[config.mk]
export PLATFORM = sky130hd
export DESIGN_NAME = spfc_top
export DESIGN_NICKNAME = d
export VERILOG_FILES = /design/src/design/spfc_pkg.sv /design/src/design/spfc_top.sv
export VERILOG_INCLUDE_DIRS = /design/src /design/src/design
export SDC_FILE = /design/constraint.sdc
export NUM_CORES = 1
export LEC_CHECK = 0
export BUFFER_PORTS_ARGS = -buffer_cell sky130_fd_sc_hd__buf_2
export CAP_MARGIN = 20
export CORE_UTILIZATION = 61
export DETAILED_ROUTE_END_ITERATION = 12
export PLACE_DENSITY = 0.91
export SETUP_SLACK_MARGIN = 0.02
export SLEW_MARGIN = 20
export SYNTH_ARGS = -nofsm -noshare
export SYNTH_HDL_FRONTEND = slang
export SYNTH_SLANG_ARGS = --single-unit
[constraint.sdc]
create_clock -name clk_i -period 7.8 [get_ports clk_i]
set_input_delay 1.95 -clock clk_i [delete_from_list [all_inputs] [get_ports clk_i]]
set_output_delay 1.95 -clock clk_i [all_outputs]
set_load 0.03 [all_outputs]
[src/design/spfc_regs.svh]
// register map, field positions, reset values and timing figures of the serial port
`ifndef SPFC_REGS_SVH
`define SPFC_REGS_SVH
`define SPFC_CLK_HZ         20000000
`define SPFC_XON_PERIOD_MS  1000
`define SPFC_BUSY_SHORT_MS  200
`define SPFC_BUSY_LONG_MS   1000
`define SPFC_MIN_CLK_HZ     307200
`define SPFC_CHAR_XON       8'h11
`define SPFC_CHAR_XOFF      8'h13
`define SPFC_ADDR_CTRL      4'h0
`define SPFC_ADDR_STATUS    4'h4
`define SPFC_ADDR_RXDATA    4'h8
`define SPFC_ADDR_TXDATA    4'hc
`define SPFC_CFG_W          10
`define SPFC_CFG_RESET      10'h205
`define SPFC_ST_RX_FULL     0
`define SPFC_ST_TX_BUSY     1
`define SPFC_ST_BUSY        2
`define SPFC_ST_PERR        3
`define SPFC_ST_FERR        4
`define SPFC_ST_OVR         5
`endif

[src/design/spfc_pkg.sv]
// types shared by the serial port with flow control
package spfc_pkg;
  typedef enum logic [1:0] {
    ready_at_space_level           = 2'h0,
    ready_at_mark_level            = 2'h1,
    inband_flow_only               = 2'h2,
    busy_line_plus_periodic_resume = 2'h3
  } spfc_flow_t;
  typedef enum logic [1:0] {
    spfc_par_none = 2'h0,
    spfc_par_even = 2'h1,
    spfc_par_odd  = 2'h2
  } spfc_par_t;
  typedef struct packed {
    logic       lang_hold;
    logic       busy_long;
    spfc_flow_t flow;
    spfc_par_t  parity;
    logic       seven_bits;
    logic [2:0] baud;
  } spfc_cfg_t;
  typedef enum logic [2:0] {
    spfc_idle   = 3'h0,
    spfc_start  = 3'h1,
    spfc_data   = 3'h2,
    spfc_parity = 3'h3,
    spfc_stop   = 3'h4
  } spfc_state_t;
endpackage

[src/design/spfc_top.sv]
// serial port with ready/busy and xon/xoff flow control, avalon-mm register slave
`timescale 1ns/10ps
`default_nettype none
`include "spfc_regs.svh"
module spfc_top #(
  parameter int unsigned CLK_HZ     = `SPFC_CLK_HZ,
  parameter int unsigned XON_CYC    = `SPFC_CLK_HZ / 1000 * `SPFC_XON_PERIOD_MS,
  parameter int unsigned BUSY_S_CYC = `SPFC_CLK_HZ / 1000 * `SPFC_BUSY_SHORT_MS,
  parameter int unsigned BUSY_L_CYC = `SPFC_CLK_HZ / 1000 * `SPFC_BUSY_LONG_MS
) (
  input  wire logic                clk_i,
  input  wire logic                reset_i,
  input  wire logic                ce_i,
  input  wire logic [3:0]          avs_address_i,
  input  wire logic                avs_read_i,
  input  wire logic                avs_write_i,
  input  wire logic [31:0]         avs_writedata_i,
  input  wire logic [3:0]          avs_byteenable_i,
  output logic      [31:0]         avs_readdata_o,
  output logic                     avs_waitrequest_o,
  input  wire logic                rxd_i,
  output logic                     txd_o,
  output logic                     dtr_o,
  output logic                     rts_o,
  input  wire spfc_pkg::spfc_cfg_t nv_cfg_i,
  input  wire logic                nv_valid_i,
  output spfc_pkg::spfc_cfg_t      nv_cfg_o
);
  if (CLK_HZ < `SPFC_MIN_CLK_HZ || XON_CYC == 0 || BUSY_S_CYC == 0 || BUSY_L_CYC == 0) begin : g_chk
    $error("spfc_top: clock too slow or zero timing count");
  end

  spfc_pkg::spfc_cfg_t   cfg_q, cfg_d;
  logic                  load_q, load_d, ack_q, ack_d;
  logic [31:0]           rdata_q, rdata_d, bit_cyc;
  logic                  req, tx_wr, rx_pop, tx_take;
  logic                  perr_q, perr_d, ferr_q, ferr_d, ovr_q, ovr_d;
  spfc_pkg::spfc_state_t rx_st_q, rx_st_d, tx_st_q, tx_st_d;
  logic [31:0]           rx_cnt_q, rx_cnt_d, tx_cnt_q, tx_cnt_d;
  logic [3:0]            rx_bit_q, rx_bit_d, tx_bit_q, tx_bit_d;
  logic [7:0]            rx_sh_q, rx_sh_d, rx_data_q, rx_data_d, tx_sh_q, tx_sh_d;
  logic                  rx_full_q, rx_full_d, rx_par_q, rx_par_d, rx_done;
  logic                  tx_par_q, tx_par_d, txd_q, txd_d;
  logic                  busy_q, busy_d, xon_pend_q, xon_pend_d, xoff_pend_q, xoff_pend_d;
  logic [31:0]           hold_q, hold_d, per_q, per_d;
  logic                  hold_done, ctl_go;
  logic [3:0]            nbits;
  logic [7:0]            tx_byte, tx_char;

  // bit time from the selected rate; divisor rounds down
  always_comb begin
    case (cfg_q.baud)
      3'h0:    bit_cyc = CLK_HZ / 300;
      3'h1:    bit_cyc = CLK_HZ / 600;
      3'h2:    bit_cyc = CLK_HZ / 1200;
      3'h3:    bit_cyc = CLK_HZ / 2400;
      3'h4:    bit_cyc = CLK_HZ / 4800;
      3'h6:    bit_cyc = CLK_HZ / 19200;
      default: bit_cyc = CLK_HZ / 9600;
    endcase
  end
  assign nbits = cfg_q.seven_bits ? 4'h7 : 4'h8;

  // bus slave: one wait cycle, longer for a transmit-data write while the transmitter is occupied or a flow character is pending
  assign req     = avs_read_i | avs_write_i;
  assign tx_wr   = avs_write_i && avs_address_i == `SPFC_ADDR_TXDATA;
  assign tx_take = ack_q && tx_wr;
  assign rx_pop  = ack_q && avs_read_i && avs_address_i == `SPFC_ADDR_RXDATA;
  assign avs_waitrequest_o = req & ~ack_q;
  assign avs_readdata_o    = rdata_q;
  assign nv_cfg_o          = cfg_q;
  assign rts_o             = 1'b0;

  always_comb begin
    load_d  = 1'b0;
    cfg_d   = cfg_q;
    rdata_d = rdata_q;
    ack_d   = req & ~ack_q &
              ~(tx_wr & (tx_st_q != spfc_pkg::spfc_idle | xon_pend_q | xoff_pend_q));
    if (load_q && nv_valid_i) begin
      cfg_d = nv_cfg_i;
    end else if (ack_q && avs_write_i && avs_address_i == `SPFC_ADDR_CTRL) begin
      if (avs_byteenable_i[0]) cfg_d[7:0] = avs_writedata_i[7:0];
      if (avs_byteenable_i[1]) cfg_d[`SPFC_CFG_W-1:8] = avs_writedata_i[`SPFC_CFG_W-1:8];
    end
    if (ack_d && avs_read_i) begin
      rdata_d = 32'h0;
      case (avs_address_i)
        `SPFC_ADDR_CTRL:   rdata_d[`SPFC_CFG_W-1:0] = cfg_q;
        `SPFC_ADDR_STATUS: begin
          rdata_d[`SPFC_ST_RX_FULL] = rx_full_q;
          rdata_d[`SPFC_ST_TX_BUSY] = tx_st_q != spfc_pkg::spfc_idle;
          rdata_d[`SPFC_ST_BUSY]    = busy_q;
          rdata_d[`SPFC_ST_PERR]    = perr_q;
          rdata_d[`SPFC_ST_FERR]    = ferr_q;
          rdata_d[`SPFC_ST_OVR]     = ovr_q;
        end
        `SPFC_ADDR_RXDATA: rdata_d[7:0] = rx_data_q;
        default:           rdata_d = 32'h0;
      endcase
    end
  end

  // receiver: centre sampling gives the widest skew margin
  always_comb begin
    rx_st_d   = rx_st_q;
    rx_cnt_d  = rx_cnt_q;
    rx_bit_d  = rx_bit_q;
    rx_sh_d   = rx_sh_q;
    rx_par_d  = rx_par_q;
    rx_data_d = rx_data_q;
    rx_done   = 1'b0;
    perr_d    = perr_q;
    ferr_d    = ferr_q;
    ovr_d     = ovr_q;
    if (ack_q && avs_write_i && avs_address_i == `SPFC_ADDR_STATUS && avs_byteenable_i[0]) begin
      perr_d = perr_q & ~avs_writedata_i[`SPFC_ST_PERR];
      ferr_d = ferr_q & ~avs_writedata_i[`SPFC_ST_FERR];
      ovr_d  = ovr_q & ~avs_writedata_i[`SPFC_ST_OVR];
    end
    if (rx_cnt_q != 32'h0) rx_cnt_d = rx_cnt_q - 32'h1;
    case (rx_st_q)
      spfc_pkg::spfc_idle: if (!rxd_i) begin
        rx_st_d  = spfc_pkg::spfc_start;
        rx_cnt_d = bit_cyc >> 1;
      end
      spfc_pkg::spfc_start: if (rx_cnt_q == 32'h0) begin
        rx_st_d  = rxd_i ? spfc_pkg::spfc_idle : spfc_pkg::spfc_data;
        rx_cnt_d = bit_cyc - 32'h1;
        rx_bit_d = 4'h0;
        rx_sh_d  = 8'h0;
        rx_par_d = 1'b0;
      end
      spfc_pkg::spfc_data: if (rx_cnt_q == 32'h0) begin
        rx_sh_d  = {rxd_i, rx_sh_q[7:1]};
        rx_par_d = rx_par_q ^ rxd_i;
        rx_bit_d = rx_bit_q + 4'h1;
        rx_cnt_d = bit_cyc - 32'h1;
        if (rx_bit_q == nbits - 4'h1)
          rx_st_d = (cfg_q.parity == spfc_pkg::spfc_par_none) ? spfc_pkg::spfc_stop
                                                             : spfc_pkg::spfc_parity;
      end
      spfc_pkg::spfc_parity: if (rx_cnt_q == 32'h0) begin
        if ((rx_par_q ^ rxd_i) != (cfg_q.parity == spfc_pkg::spfc_par_odd)) perr_d = 1'b1;
        rx_cnt_d = bit_cyc - 32'h1;
        rx_st_d  = spfc_pkg::spfc_stop;
      end
      spfc_pkg::spfc_stop: if (rx_cnt_q == 32'h0) begin
        rx_st_d = spfc_pkg::spfc_idle;
        if (!rxd_i) begin
          ferr_d = 1'b1;
        end else begin
          rx_done   = 1'b1;
          rx_data_d = cfg_q.seven_bits ? {1'b0, rx_sh_q[7:1]} : rx_sh_q;
          if (rx_full_q && !rx_pop) ovr_d = 1'b1;
        end
      end
      default: rx_st_d = spfc_pkg::spfc_idle;
    endcase
    rx_full_d = rx_done | (rx_full_q & ~rx_pop); // a new char beats the pop
  end

  // busy indication and in-band flow characters
  assign hold_done = !cfg_q.lang_hold ||
                     hold_q >= (cfg_q.busy_long ? BUSY_L_CYC : BUSY_S_CYC);
  assign ctl_go = tx_st_q == spfc_pkg::spfc_idle && !(tx_wr && req);
  always_comb begin
    busy_d      = busy_q;
    hold_d      = busy_q ? hold_q + {31'h0, !hold_done} : 32'h0;
    per_d       = per_q;
    xon_pend_d  = xon_pend_q;
    xoff_pend_d = xoff_pend_q;
    if (rx_full_q && !busy_q) begin
      busy_d = 1'b1;
      if (cfg_q.flow == spfc_pkg::inband_flow_only) xoff_pend_d = 1'b1;
    end else if (!rx_full_q && busy_q && hold_done) begin
      busy_d = 1'b0;
      if (cfg_q.flow == spfc_pkg::inband_flow_only) xon_pend_d = 1'b1;
    end
    if (cfg_q.flow == spfc_pkg::busy_line_plus_periodic_resume && !busy_q) begin
      if (per_q >= XON_CYC - 1) begin
        per_d      = 32'h0;
        xon_pend_d = 1'b1;
      end else begin
        per_d = per_q + 32'h1;
      end
    end else begin
      per_d = 32'h0;
    end
    if (ctl_go && xoff_pend_q) xoff_pend_d = 1'b0;
    else if (ctl_go && xon_pend_q) xon_pend_d = 1'b0;
  end
  always_comb begin
    case (cfg_q.flow)
      spfc_pkg::ready_at_mark_level: dtr_o = ~busy_q;
      spfc_pkg::inband_flow_only:    dtr_o = 1'b0;
      default:                       dtr_o = busy_q;
    endcase
  end

  // transmitter
  assign tx_char = xoff_pend_q ? `SPFC_CHAR_XOFF : `SPFC_CHAR_XON;
  assign tx_byte = cfg_q.seven_bits ? {1'b0, avs_writedata_i[6:0]} : avs_writedata_i[7:0];
  assign txd_o   = txd_q;
  always_comb begin
    tx_st_d  = tx_st_q;
    tx_cnt_d = (tx_cnt_q != 32'h0) ? tx_cnt_q - 32'h1 : 32'h0;
    tx_bit_d = tx_bit_q;
    tx_sh_d  = tx_sh_q;
    tx_par_d = tx_par_q;
    txd_d    = txd_q;
    case (tx_st_q)
      spfc_pkg::spfc_idle: begin
        txd_d = 1'b1;
        if (tx_take || (ctl_go && (xon_pend_q || xoff_pend_q))) begin
          tx_sh_d  = tx_take ? tx_byte : tx_char;
          tx_par_d = (^tx_sh_d) ^ (cfg_q.parity == spfc_pkg::spfc_par_odd);
          tx_st_d  = spfc_pkg::spfc_start;
          tx_cnt_d = bit_cyc - 32'h1;
          txd_d    = 1'b0;
        end
      end
      spfc_pkg::spfc_start: if (tx_cnt_q == 32'h0) begin
        tx_st_d  = spfc_pkg::spfc_data;
        tx_bit_d = 4'h0;
        tx_cnt_d = bit_cyc - 32'h1;
        txd_d    = tx_sh_q[0];
      end
      spfc_pkg::spfc_data: if (tx_cnt_q == 32'h0) begin
        tx_sh_d  = {1'b0, tx_sh_q[7:1]};
        tx_bit_d = tx_bit_q + 4'h1;
        tx_cnt_d = bit_cyc - 32'h1;
        txd_d    = tx_sh_d[0];
        if (tx_bit_q == nbits - 4'h1) begin
          tx_st_d = (cfg_q.parity == spfc_pkg::spfc_par_none) ? spfc_pkg::spfc_stop
                                                             : spfc_pkg::spfc_parity;
          txd_d   = (cfg_q.parity == spfc_pkg::spfc_par_none) ? 1'b1 : tx_par_q;
        end
      end
      spfc_pkg::spfc_parity: if (tx_cnt_q == 32'h0) begin
        tx_st_d  = spfc_pkg::spfc_stop;
        tx_cnt_d = bit_cyc - 32'h1;
        txd_d    = 1'b1;
      end
      spfc_pkg::spfc_stop: if (tx_cnt_q == 32'h0) begin
        tx_st_d = spfc_pkg::spfc_idle;
        txd_d   = 1'b1;
      end
      default: tx_st_d = spfc_pkg::spfc_idle;
    endcase
  end

  always_ff @(posedge clk_i or posedge reset_i) begin
    if (reset_i) begin
      cfg_q     <= `SPFC_CFG_RESET;
      load_q    <= 1'b1;
      ack_q     <= 1'b0;
      rdata_q   <= 32'h0;
      perr_q    <= 1'b0;
      ferr_q    <= 1'b0;
      ovr_q     <= 1'b0;
      rx_st_q   <= spfc_pkg::spfc_idle;
      rx_cnt_q  <= 32'h0;
      rx_bit_q  <= 4'h0;
      rx_sh_q   <= 8'h0;
      rx_par_q  <= 1'b0;
      rx_data_q <= 8'h0;
      rx_full_q <= 1'b0;
      busy_q    <= 1'b0;
      hold_q    <= 32'h0;
      per_q     <= 32'h0;
      xon_pend_q  <= 1'b0;
      xoff_pend_q <= 1'b0;
      tx_st_q   <= spfc_pkg::spfc_idle;
      tx_cnt_q  <= 32'h0;
      tx_bit_q  <= 4'h0;
      tx_sh_q   <= 8'h0;
      tx_par_q  <= 1'b0;
      txd_q     <= 1'b1;
    end else if (ce_i) begin
      cfg_q     <= cfg_d;
      load_q    <= load_d;
      ack_q     <= ack_d;
      rdata_q   <= rdata_d;
      perr_q    <= perr_d;
      ferr_q    <= ferr_d;
      ovr_q     <= ovr_d;
      rx_st_q   <= rx_st_d;
      rx_cnt_q  <= rx_cnt_d;
      rx_bit_q  <= rx_bit_d;
      rx_sh_q   <= rx_sh_d;
      rx_par_q  <= rx_par_d;
      rx_data_q <= rx_data_d;
      rx_full_q <= rx_full_d;
      busy_q    <= busy_d;
      hold_q    <= hold_d;
      per_q     <= per_d;
      xon_pend_q  <= xon_pend_d;
      xoff_pend_q <= xoff_pend_d;
      tx_st_q   <= tx_st_d;
      tx_cnt_q  <= tx_cnt_d;
      tx_bit_q  <= tx_bit_d;
      tx_sh_q   <= tx_sh_d;
      tx_par_q  <= tx_par_d;
      txd_q     <= txd_d;
    end
  end
endmodule // spfc_top
`default_nettype wire

==> metrics list, run 1 <==
- Element type at the critical path start: input port
* Number of nets in the final layout: 1427
- DRC violation count after routing: 0
- The finished cells cover 12800 um^2.
- The worst pin sits at a relative slew slack of 31.3%.
- After the first detailed-routing iteration, the DRC count stood at roughly 1200.
* Antenna-violating nets left: 0
- Area share of fa/ha/maj cells after synthesis: 1.80%
* Total instance count after detailed placement: 1594
* Routed wire per std cell: 18.1 um
- The critical path goes through buf_2, buf_4, or4b_2, nor4_1, nor4b_1, nand2_1, xor2_1, nor2_1.
* XOR/XNOR share of the synthesized area: 4.87%
- Counting the buffers created by CTS gives 17.
- Of all nets on the critical path, the largest fanout is 36.
* Detailed-route wire length: about 29000 um
- For this run, the total global-route usage over all layers was measured as 30.4%.
- In this run, synthesis produced a sequential element count of 198.
- At the later pin of the worst-skew pair, clock insertion delay measures 0.46 ns.
* Worst Hold Class: reg -> reg
- Pin placement for this block handled 103 I/O pins.
- The number of antenna violations at the first check in global routing came to 0.
- Clock tree from TritonCTS: yes
* Critical path buffers and inverters: 2
- Number of buffers inserted for hold repair after clock tree synthesis: 0
- Proportion of netlist area held by the largest area contributor: 40.9%
- For this run, the leading register cell type out of synthesis is dfrtp_1.
- Number of non-filler instances in the completed layout: 1626
* Final period util: 59.7%
- Setup violations remaining at the end of the flow were counted as 0.
- After clock tree synthesis, the clock-pin slew on the worst setup and hold paths is 0.09 ns.
- Pwr Density: 224 nW/um^2
- The largest individual stage delay along the critical path comes from the cell or4b_2.
* Number of global-route vias before repair: 10000
- STA classifies the critical path endpoint as a flop.
- Dominant delay contributor by cell family on the critical path: simple AND/OR/NAND/NOR gates
- Core region area: 18800 um^2
* Vias per cell: 6.55
* Tmin final: 4.65 ns
- The run finished with clean final reports.
- VDD sags by at most 195 uV.
- Number of enable flip-flop cells after synthesis: 0
- Setup_tns: 0 ns
- Final WS setup: 3.15 ns
* Post-synth cell types: 87
- Area of the die: ~20000 um^2
* Port bufs: 55
- LEAKAGE: 0.00549 uW
* Max Clock Skew: 0.0192 ns
* Avg Synthesized Cell Area: 8.85 um^2
- The tool flagged a number of max-cap violations equal to 0.
- Crit path required time: 8.14 ns
- For this configuration, the core starts out at a cell density of 62.6%.
* Hold violation total from the final report: 0
- The congestion estimate from routability-driven global placement came to 0.954.
- Highest-count cells in the layout ignoring fill and taps: 193 x dfrtp_1, 143 x nand2_1, 127 x nor2_1
- RSZ-0062 raised after global routing: no
- Leading cell type in the layout, fill and taps excluded: dfrtp_1
* Main combinational cell family by area after synthesis: simple AND/OR/NAND/NOR gates
- Total gr overflow: 0
- Cell type with the highest aggregate area in the netlist: dfrtp_1
- Max clock buf depth: 2
- Number of diodes: 0
* Dpl hpwl: 19500 um
* Critical Path Max Stage Delay: 0.66 ns
- The portion of synthesized area spent on multiplexers is 3.33%.
* Number of warnings reported in the yosys synthesis log: 0
* Simple-gate share of the synthesized area: about a quarter
- The mapped netlist covers 11800 um^2.
* Maximum number of pins on one net before global-route repair: about 130
* Total number of vias: 10600
* Placed instance area: between 10000 and 15000 um^2
- CTS built an H-tree with a depth of 4.
- Pre-Repair DR Iteration Count: 6
- At the worst endpoint, the arrival time is 4.99 ns.
- First-pass GRT wire length: 48700 um
* Gate count after technology mapping: 1333
* Max Freq: 215 MHz
* CTS-repair resized insts: 0
- Once the clock tree was built, the setup fixing pass inserted 0 buffers.
- Area Growth Syn to Fin: 8.27%
- Clock sink count: 198
- Row generation in the floorplan step produced 50 rows.
- At the placement stage, the worst setup path has a slack of 2.78 ns.
- In the post-synthesis netlist, the biggest area contributors are dfrtp_1 41%, nand2_1 4.6%, o21ai_0 4.2%.
- The count of pins over their slew limit is 0.
- Share of flip-flops with an asynchronous set or reset after synthesis: 100%
- Seq/Total Area, Yosys: 42.1%
- Worst Tran Pin Value: 1.02 ns
* Worst setup path class: in -> reg
- Die height: 141 um
* Compound-Gate Fraction of Synth Area: 17.3%
* Minimum setup slack among reg-to-reg paths: around 4 ns
- Die outline width: 141 um
- In the final layout, the share of cells above drive strength 1 is 10.2%.
* CTS Root Cell: clkbuf_16
==> layer usage <==
layer / up-vias / track usage [%] / routed length, um
met3: 94 / 5.50 / 2310
met2: 560 / 49.2 / 14100
met1: 5124 / 40.1 / 12200
met5: - / 0 / 0
met4: 0 / 13.3 / 839
li1: 4871 / - / -
==> layout make-up <==
cell class	instances	area [um^2]
multi-input combinational	1043	6380
fill	1362	6060
sequential	198	4960
clock buffer	17	425
timing repair buffer	67	365
tap	260	325
clock inverter	15	214
inverter	26	105
==> tightest hold or removal path, stage by stage (launching register included) <==
cell and delay, ns:
dfrtp_1 0.35, nand2_1 0.05, o21ai_0 0.06
==> report_power, final <==
| part | internal [uW] | total, uW | switching [uW] |
|---|---|---|---|
| registers | 1110 | 1280 | 170 |
| clock network | 475 | 950 | 475 |
| logic | 232 | 628 | 396 |
| total | 1820 | 2860 | 1040 |
==> cell families after synthesis <==
kind of cell | Yosys count
AO/OA/AOI/OAI | 313
XOR/XNOR | 64
adder cells (fa/ha/maj) | 17
buffers and inverters | 114
flip-flops | 198
multiplexers | 38
other | 1
AND/OR/NAND/NOR | 588
==> registers in the layout, summed over array words and instances, names as in the netlist, 3 cells and up <==
| name | flops |
|---|---|
| hold_q | 32 |
| per_q | 32 |
| rx_cnt_q | 32 |
| tx_cnt_q | 32 |
| avs_readdata_o | 10 |
| nv_cfg_o | 10 |
| rx_data_q | 8 |
| rx_sh_q | 8 |
| tx_sh_q | 8 |
| rx_bit_q | 4 |
| tx_bit_q | 4 |
| rx_st_q | 3 |
| tx_st_q | 3 |
==> path summary, 6_finish.rpt <==
kind	end	cells after the start	startpoint
worst max-delay path	tx_cnt_q[29]	8	ce_i
worst min-delay path	avs_readdata_o[6]	2	avs_readdata_o[6]
worst max register to register	hold_q[31]	13	nv_cfg_o[8]
worst min register to register	avs_readdata_o[6]	2	avs_readdata_o[6]
max in group asynchronous	rx_cnt_q[10]	3	reset_i
min in group asynchronous	per_q[23]	2	reset_i
==> metrics by stage <==
step | power [uW] | utilization (%) | hold WS [ns]
finish | 2860 | 67.8 | 0.482
global route | 2970 | 67.8 | 0.504
CTS | 2840 | 67.8 | 0.486
detailed placement | 1900 | 64.4 | 0.466
global placement | 1870 | 64.4 | 0.463
floorplan | 1730 | - | 0.441
==> cells in the mapped netlist, drive strengths merged, types with 16 or more instances <==
| cell type | number |
|---|---|
| nor3 | 56 |
| clkbuf | 49 |
| dfrtp | 193 |
| nand2 | 144 |
| nor2b | 33 |
| buf | 39 |
| a21oi | 54 |
| nor4 | 32 |
| a31oi | 35 |
| ha | 17 |
| nand4 | 23 |
| xor2 | 34 |
| o21ai | 105 |
| nand2b | 19 |
| mux2i | 28 |
| and2 | 16 |
| nand3 | 58 |
| xnor2 | 29 |
| nor2 | 128 |
| inv | 26 |
(Power assumes the default switching activity.)
==> run 2: changes to the inputs <==
==> constraint.sdc (replaced) <==
create_clock -name clk_i -period 4.75 [get_ports clk_i]
set_input_delay 1.1875 -clock clk_i [delete_from_list [all_inputs] [get_ports clk_i]]
set_output_delay 1.1875 -clock clk_i [all_outputs]
set_load 0.03 [all_outputs]
==> run 2 against run 1 <==
First-iteration DRC count grew 22%. Sequential power up 64%. Sequential share of layout area decreased by 0.087 points. Combinational power up 61%. Sequential cell count is the same. Critical path depth rose by 5. Register-to-register slack lost 2.9 ns. Worst hold slack better by 0.010 ns. Critical endpoint is now hold_q[31]. Largest cell class unchanged.
==> metrics list, run 2 (synthesis gave the netlist of run 1 again) <==
* Result of the run: complete, no violations (unchanged)
* Max clock buf depth: 2 (unchanged)
- The CTS tree was yes (unchanged).
- Area of the die: 19900 um^2 (unchanged)
- Number of buffers inserted for hold repair after clock tree synthesis: 0 (unchanged)
* Ordered cell list for the critical path: inv_1, ha_1, nor4_1, or3_1, a21oi_1, o41a_1, nor2_1, ha_1, nand3_1, nor4b_1, nand4_1, xor2_1, nor2_1 (was buf_2, buf_4, or4b_2, nor4_1, nor4b_1, nand2_1, xor2_1, nor2_1)
* CTS-repair resized insts: 0 (unchanged)
* Pre-Repair DR Iteration Count: 6 (unchanged)
* Global-route usage over all layers: 30.2% (was 30.4%)
- Antenna-violating nets left: 0 (unchanged)
- Final Max Slew Viols: 0 (unchanged)
- Dominant delay contributor by cell family on the critical path: simple AND/OR/NAND/NOR gates (unchanged)
* IO Count: 103 (unchanged)
* Met3 usage in global routing: 4.76% (was 5.50%)
- Crit path required time: 5.08 ns (was 8.14 ns)
- The detailed-placement wirelength estimate is 20000 um (was 19500 um).
* Number of nets in the final layout: 1429 (was 1427)
- The max-capacitance violation count was 0 (unchanged).
- Fraction of layout instances using a drive strength above 1: 10.4% (was 10.2%)
* Relative slew margins: 30.8% (was 31.3%)
* RSZ-0062 raised after global routing: no (unchanged)
- The launching element type of the critical path is a flop (was input port).
* Core region area: 18800 um^2 (unchanged)
* Pwr Density: 362 nW/um^2 (was 224 nW/um^2)
- The post-layout instance area is 12800 um^2 (about the same).
- The largest vdd supply drop was 300 uV (was 195 uV).
* First-pass GRT wire length: 48400 um (was 48700 um)
* CP max FO: 6 (was 36)
* Highest-count cells in the layout ignoring fill and taps: 193 x dfrtp_1, 143 x nand2_1, 127 x nor2_1 (unchanged)
- The global routing's busiest layer was met2 (unchanged).
- Subtracting the final worst setup slack from the clock period gives approximately 3.7 ns.
- The wire length per cell after detailed routing came to 18.1 um (about the same).
* CTS Root Cell: clkbuf_16 (unchanged)
- Critical Path Slowest Stage Cell: nor4b_1 (was or4b_2)
- The number of buffers added by the clock tree synthesis step came to 17 (unchanged).
- The routability congestion estimate from global placement is 0.901 (was 0.954).
- GR Util met2: 48.6% (was 49.2%)
* Die outline width: 141 um (unchanged)
* Number of diodes: 0 (unchanged)
- The initial DRC count is 1424 (was 1163).
- Die height: 141 um (unchanged)
- The number of placement rows is 50 (unchanged).
* Final period util: between 70% and 80%
- Total gr overflow: 0 (unchanged)
- Setup bufs post-CTS: 0 (unchanged)
- The class of the most critical hold timing path is reg -> reg (unchanged).
* Antenna violations before repair: 0 (unchanged)
- The remaining routing DRC violations is 0 (unchanged).
* Kind of end point of the critical path: flop (unchanged)
- Vias per cell: 6.54 (was 6.55)
- The number of global-route vias before repair came to 9965 (was 10000).
* Signal arrival time at the worst endpoint: 4.03 ns (was 4.99 ns)
- Post-CTS clock slew at the launch and capture registers of the worst setup and hold paths: 0.09 ns (about the same)
* Clock network latency to the later pin of the worst-skew pair: 0.46 ns (about the same)
- The largest net degree at the start of global routing came to 143 (was 125).
- The final sum of negative setup slack is 0 ns (unchanged).
- The worst stage delay on the critical path was 0.81 ns (was 0.66 ns).
- The pin slew with the least headroom to its limit came to 1.01 ns (was 1.02 ns).
- Final setup violation count: 0 (unchanged)
- The number of sinks handled by clock tree synthesis is 198 (unchanged).
- Area Growth Syn to Fin: 8.52% (was 8.27%)
* Worst hold slack: 0.493 ns (was 0.482 ns)
- Derived from the worst setup path, the maximum achievable clock frequency is approximately 270 MHz.
- Detailed-route wire length: 29400 um (about the same)
* Worst setup path class: reg -> reg (was in -> reg)
- The number of buffer and inverter instances along the worst setup path came to 1 (was 2).
- The core occupancy in the finished layout is 68.0% (was 67.8%).
- Met1 track utilization from global routing: 40.4% (was 40.1%)
- The most common library cell in the layout ignoring fill and taps is dfrtp_1 (unchanged).
- The setup skew after layout was 0.0205 ns (was 0.0192 ns).
- LEAKAGE: 0.00548 uW (was 0.00549 uW)
- The final hold violation count is 0 (unchanged).
- Port bufs: 55 (unchanged)
- The initial core utilization was 62.6% (unchanged).
* Number of H-tree levels: 4 (unchanged)
* Placed instance area: 12200 um^2 (was 12100 um^2)
- The number of vias in the routed layout was 10600 (about the same).
[run 2: metal layers]
layer  vias to the layer above  wire, um
met2                       506     14200
met5                         -         0
li1                       4860         -
met3                        83      2100
met4                         0       862
met1                      5193     12300
[run 2: per-stage QoR]
| stage | setup slack, ns | cells | power [uW] |
|---|---|---|---|
| 2_1_floorplan | 1.01 | 1355 | 2840 |
| 3_3_place_gp | 0.832 | 1596 | 3060 |
| 3_5_place_dp | 0.754 | 1596 | 3100 |
| 4_1_cts | 1.10 | 1628 | 4610 |
| 5_1_grt | 0.660 | 1628 | 4830 |
| 6_report | 1.06 | 1628 | 4640 |
[run 2: worst reg2reg max path, delay by kind of cell, from the launching register on]
kind	cells	cell delay, ns
xor gates and xnor gates	1	0.17
buffers and inverters	1	0.14
DFF	1	0.48
and+or+nand+nor	7	1.78
AOI/OAI and AO/OA	2	0.47
adders and majority gates	2	0.52
[run 2: path summary, 6_finish.rpt]
check                                         end  cells after the start              start  slack, ns
worst max-delay path                   hold_q[31]                     13        nv_cfg_o[8]       1.06
worst min-delay path            avs_readdata_o[7]                      2  avs_readdata_o[7]       0.49
worst max register to register         hold_q[31]                     13        nv_cfg_o[8]       1.06
worst min register to register  avs_readdata_o[7]                      2  avs_readdata_o[7]       0.49
max in group asynchronous             rx_cnt_q[4]                      3            reset_i       3.16
min in group asynchronous               per_q[31]                      3            reset_i       0.92
[run 2: cell type report]
class | instances | area, um^2
timing repair buffer | 69 | 393
inverter | 26 | 101
clock buffer | 17 | 425
fill | 1344 | 6030
sequential | 198 | 4960
multi-input combinational | 1043 | 6380
clock inverter | 15 | 214
tap | 260 | 325
[run 2: power by group]
group | leakage [uW] | total, uW | switching (uW) | internal [uW]
combinational | 0.00258 | 1010 | 636 | 378
sequential | 0.00259 | 2100 | 275 | 1830
clock | 0.000307 | 1520 | 784 | 736
total | 0.00548 | 4640 | 1690 | 2940
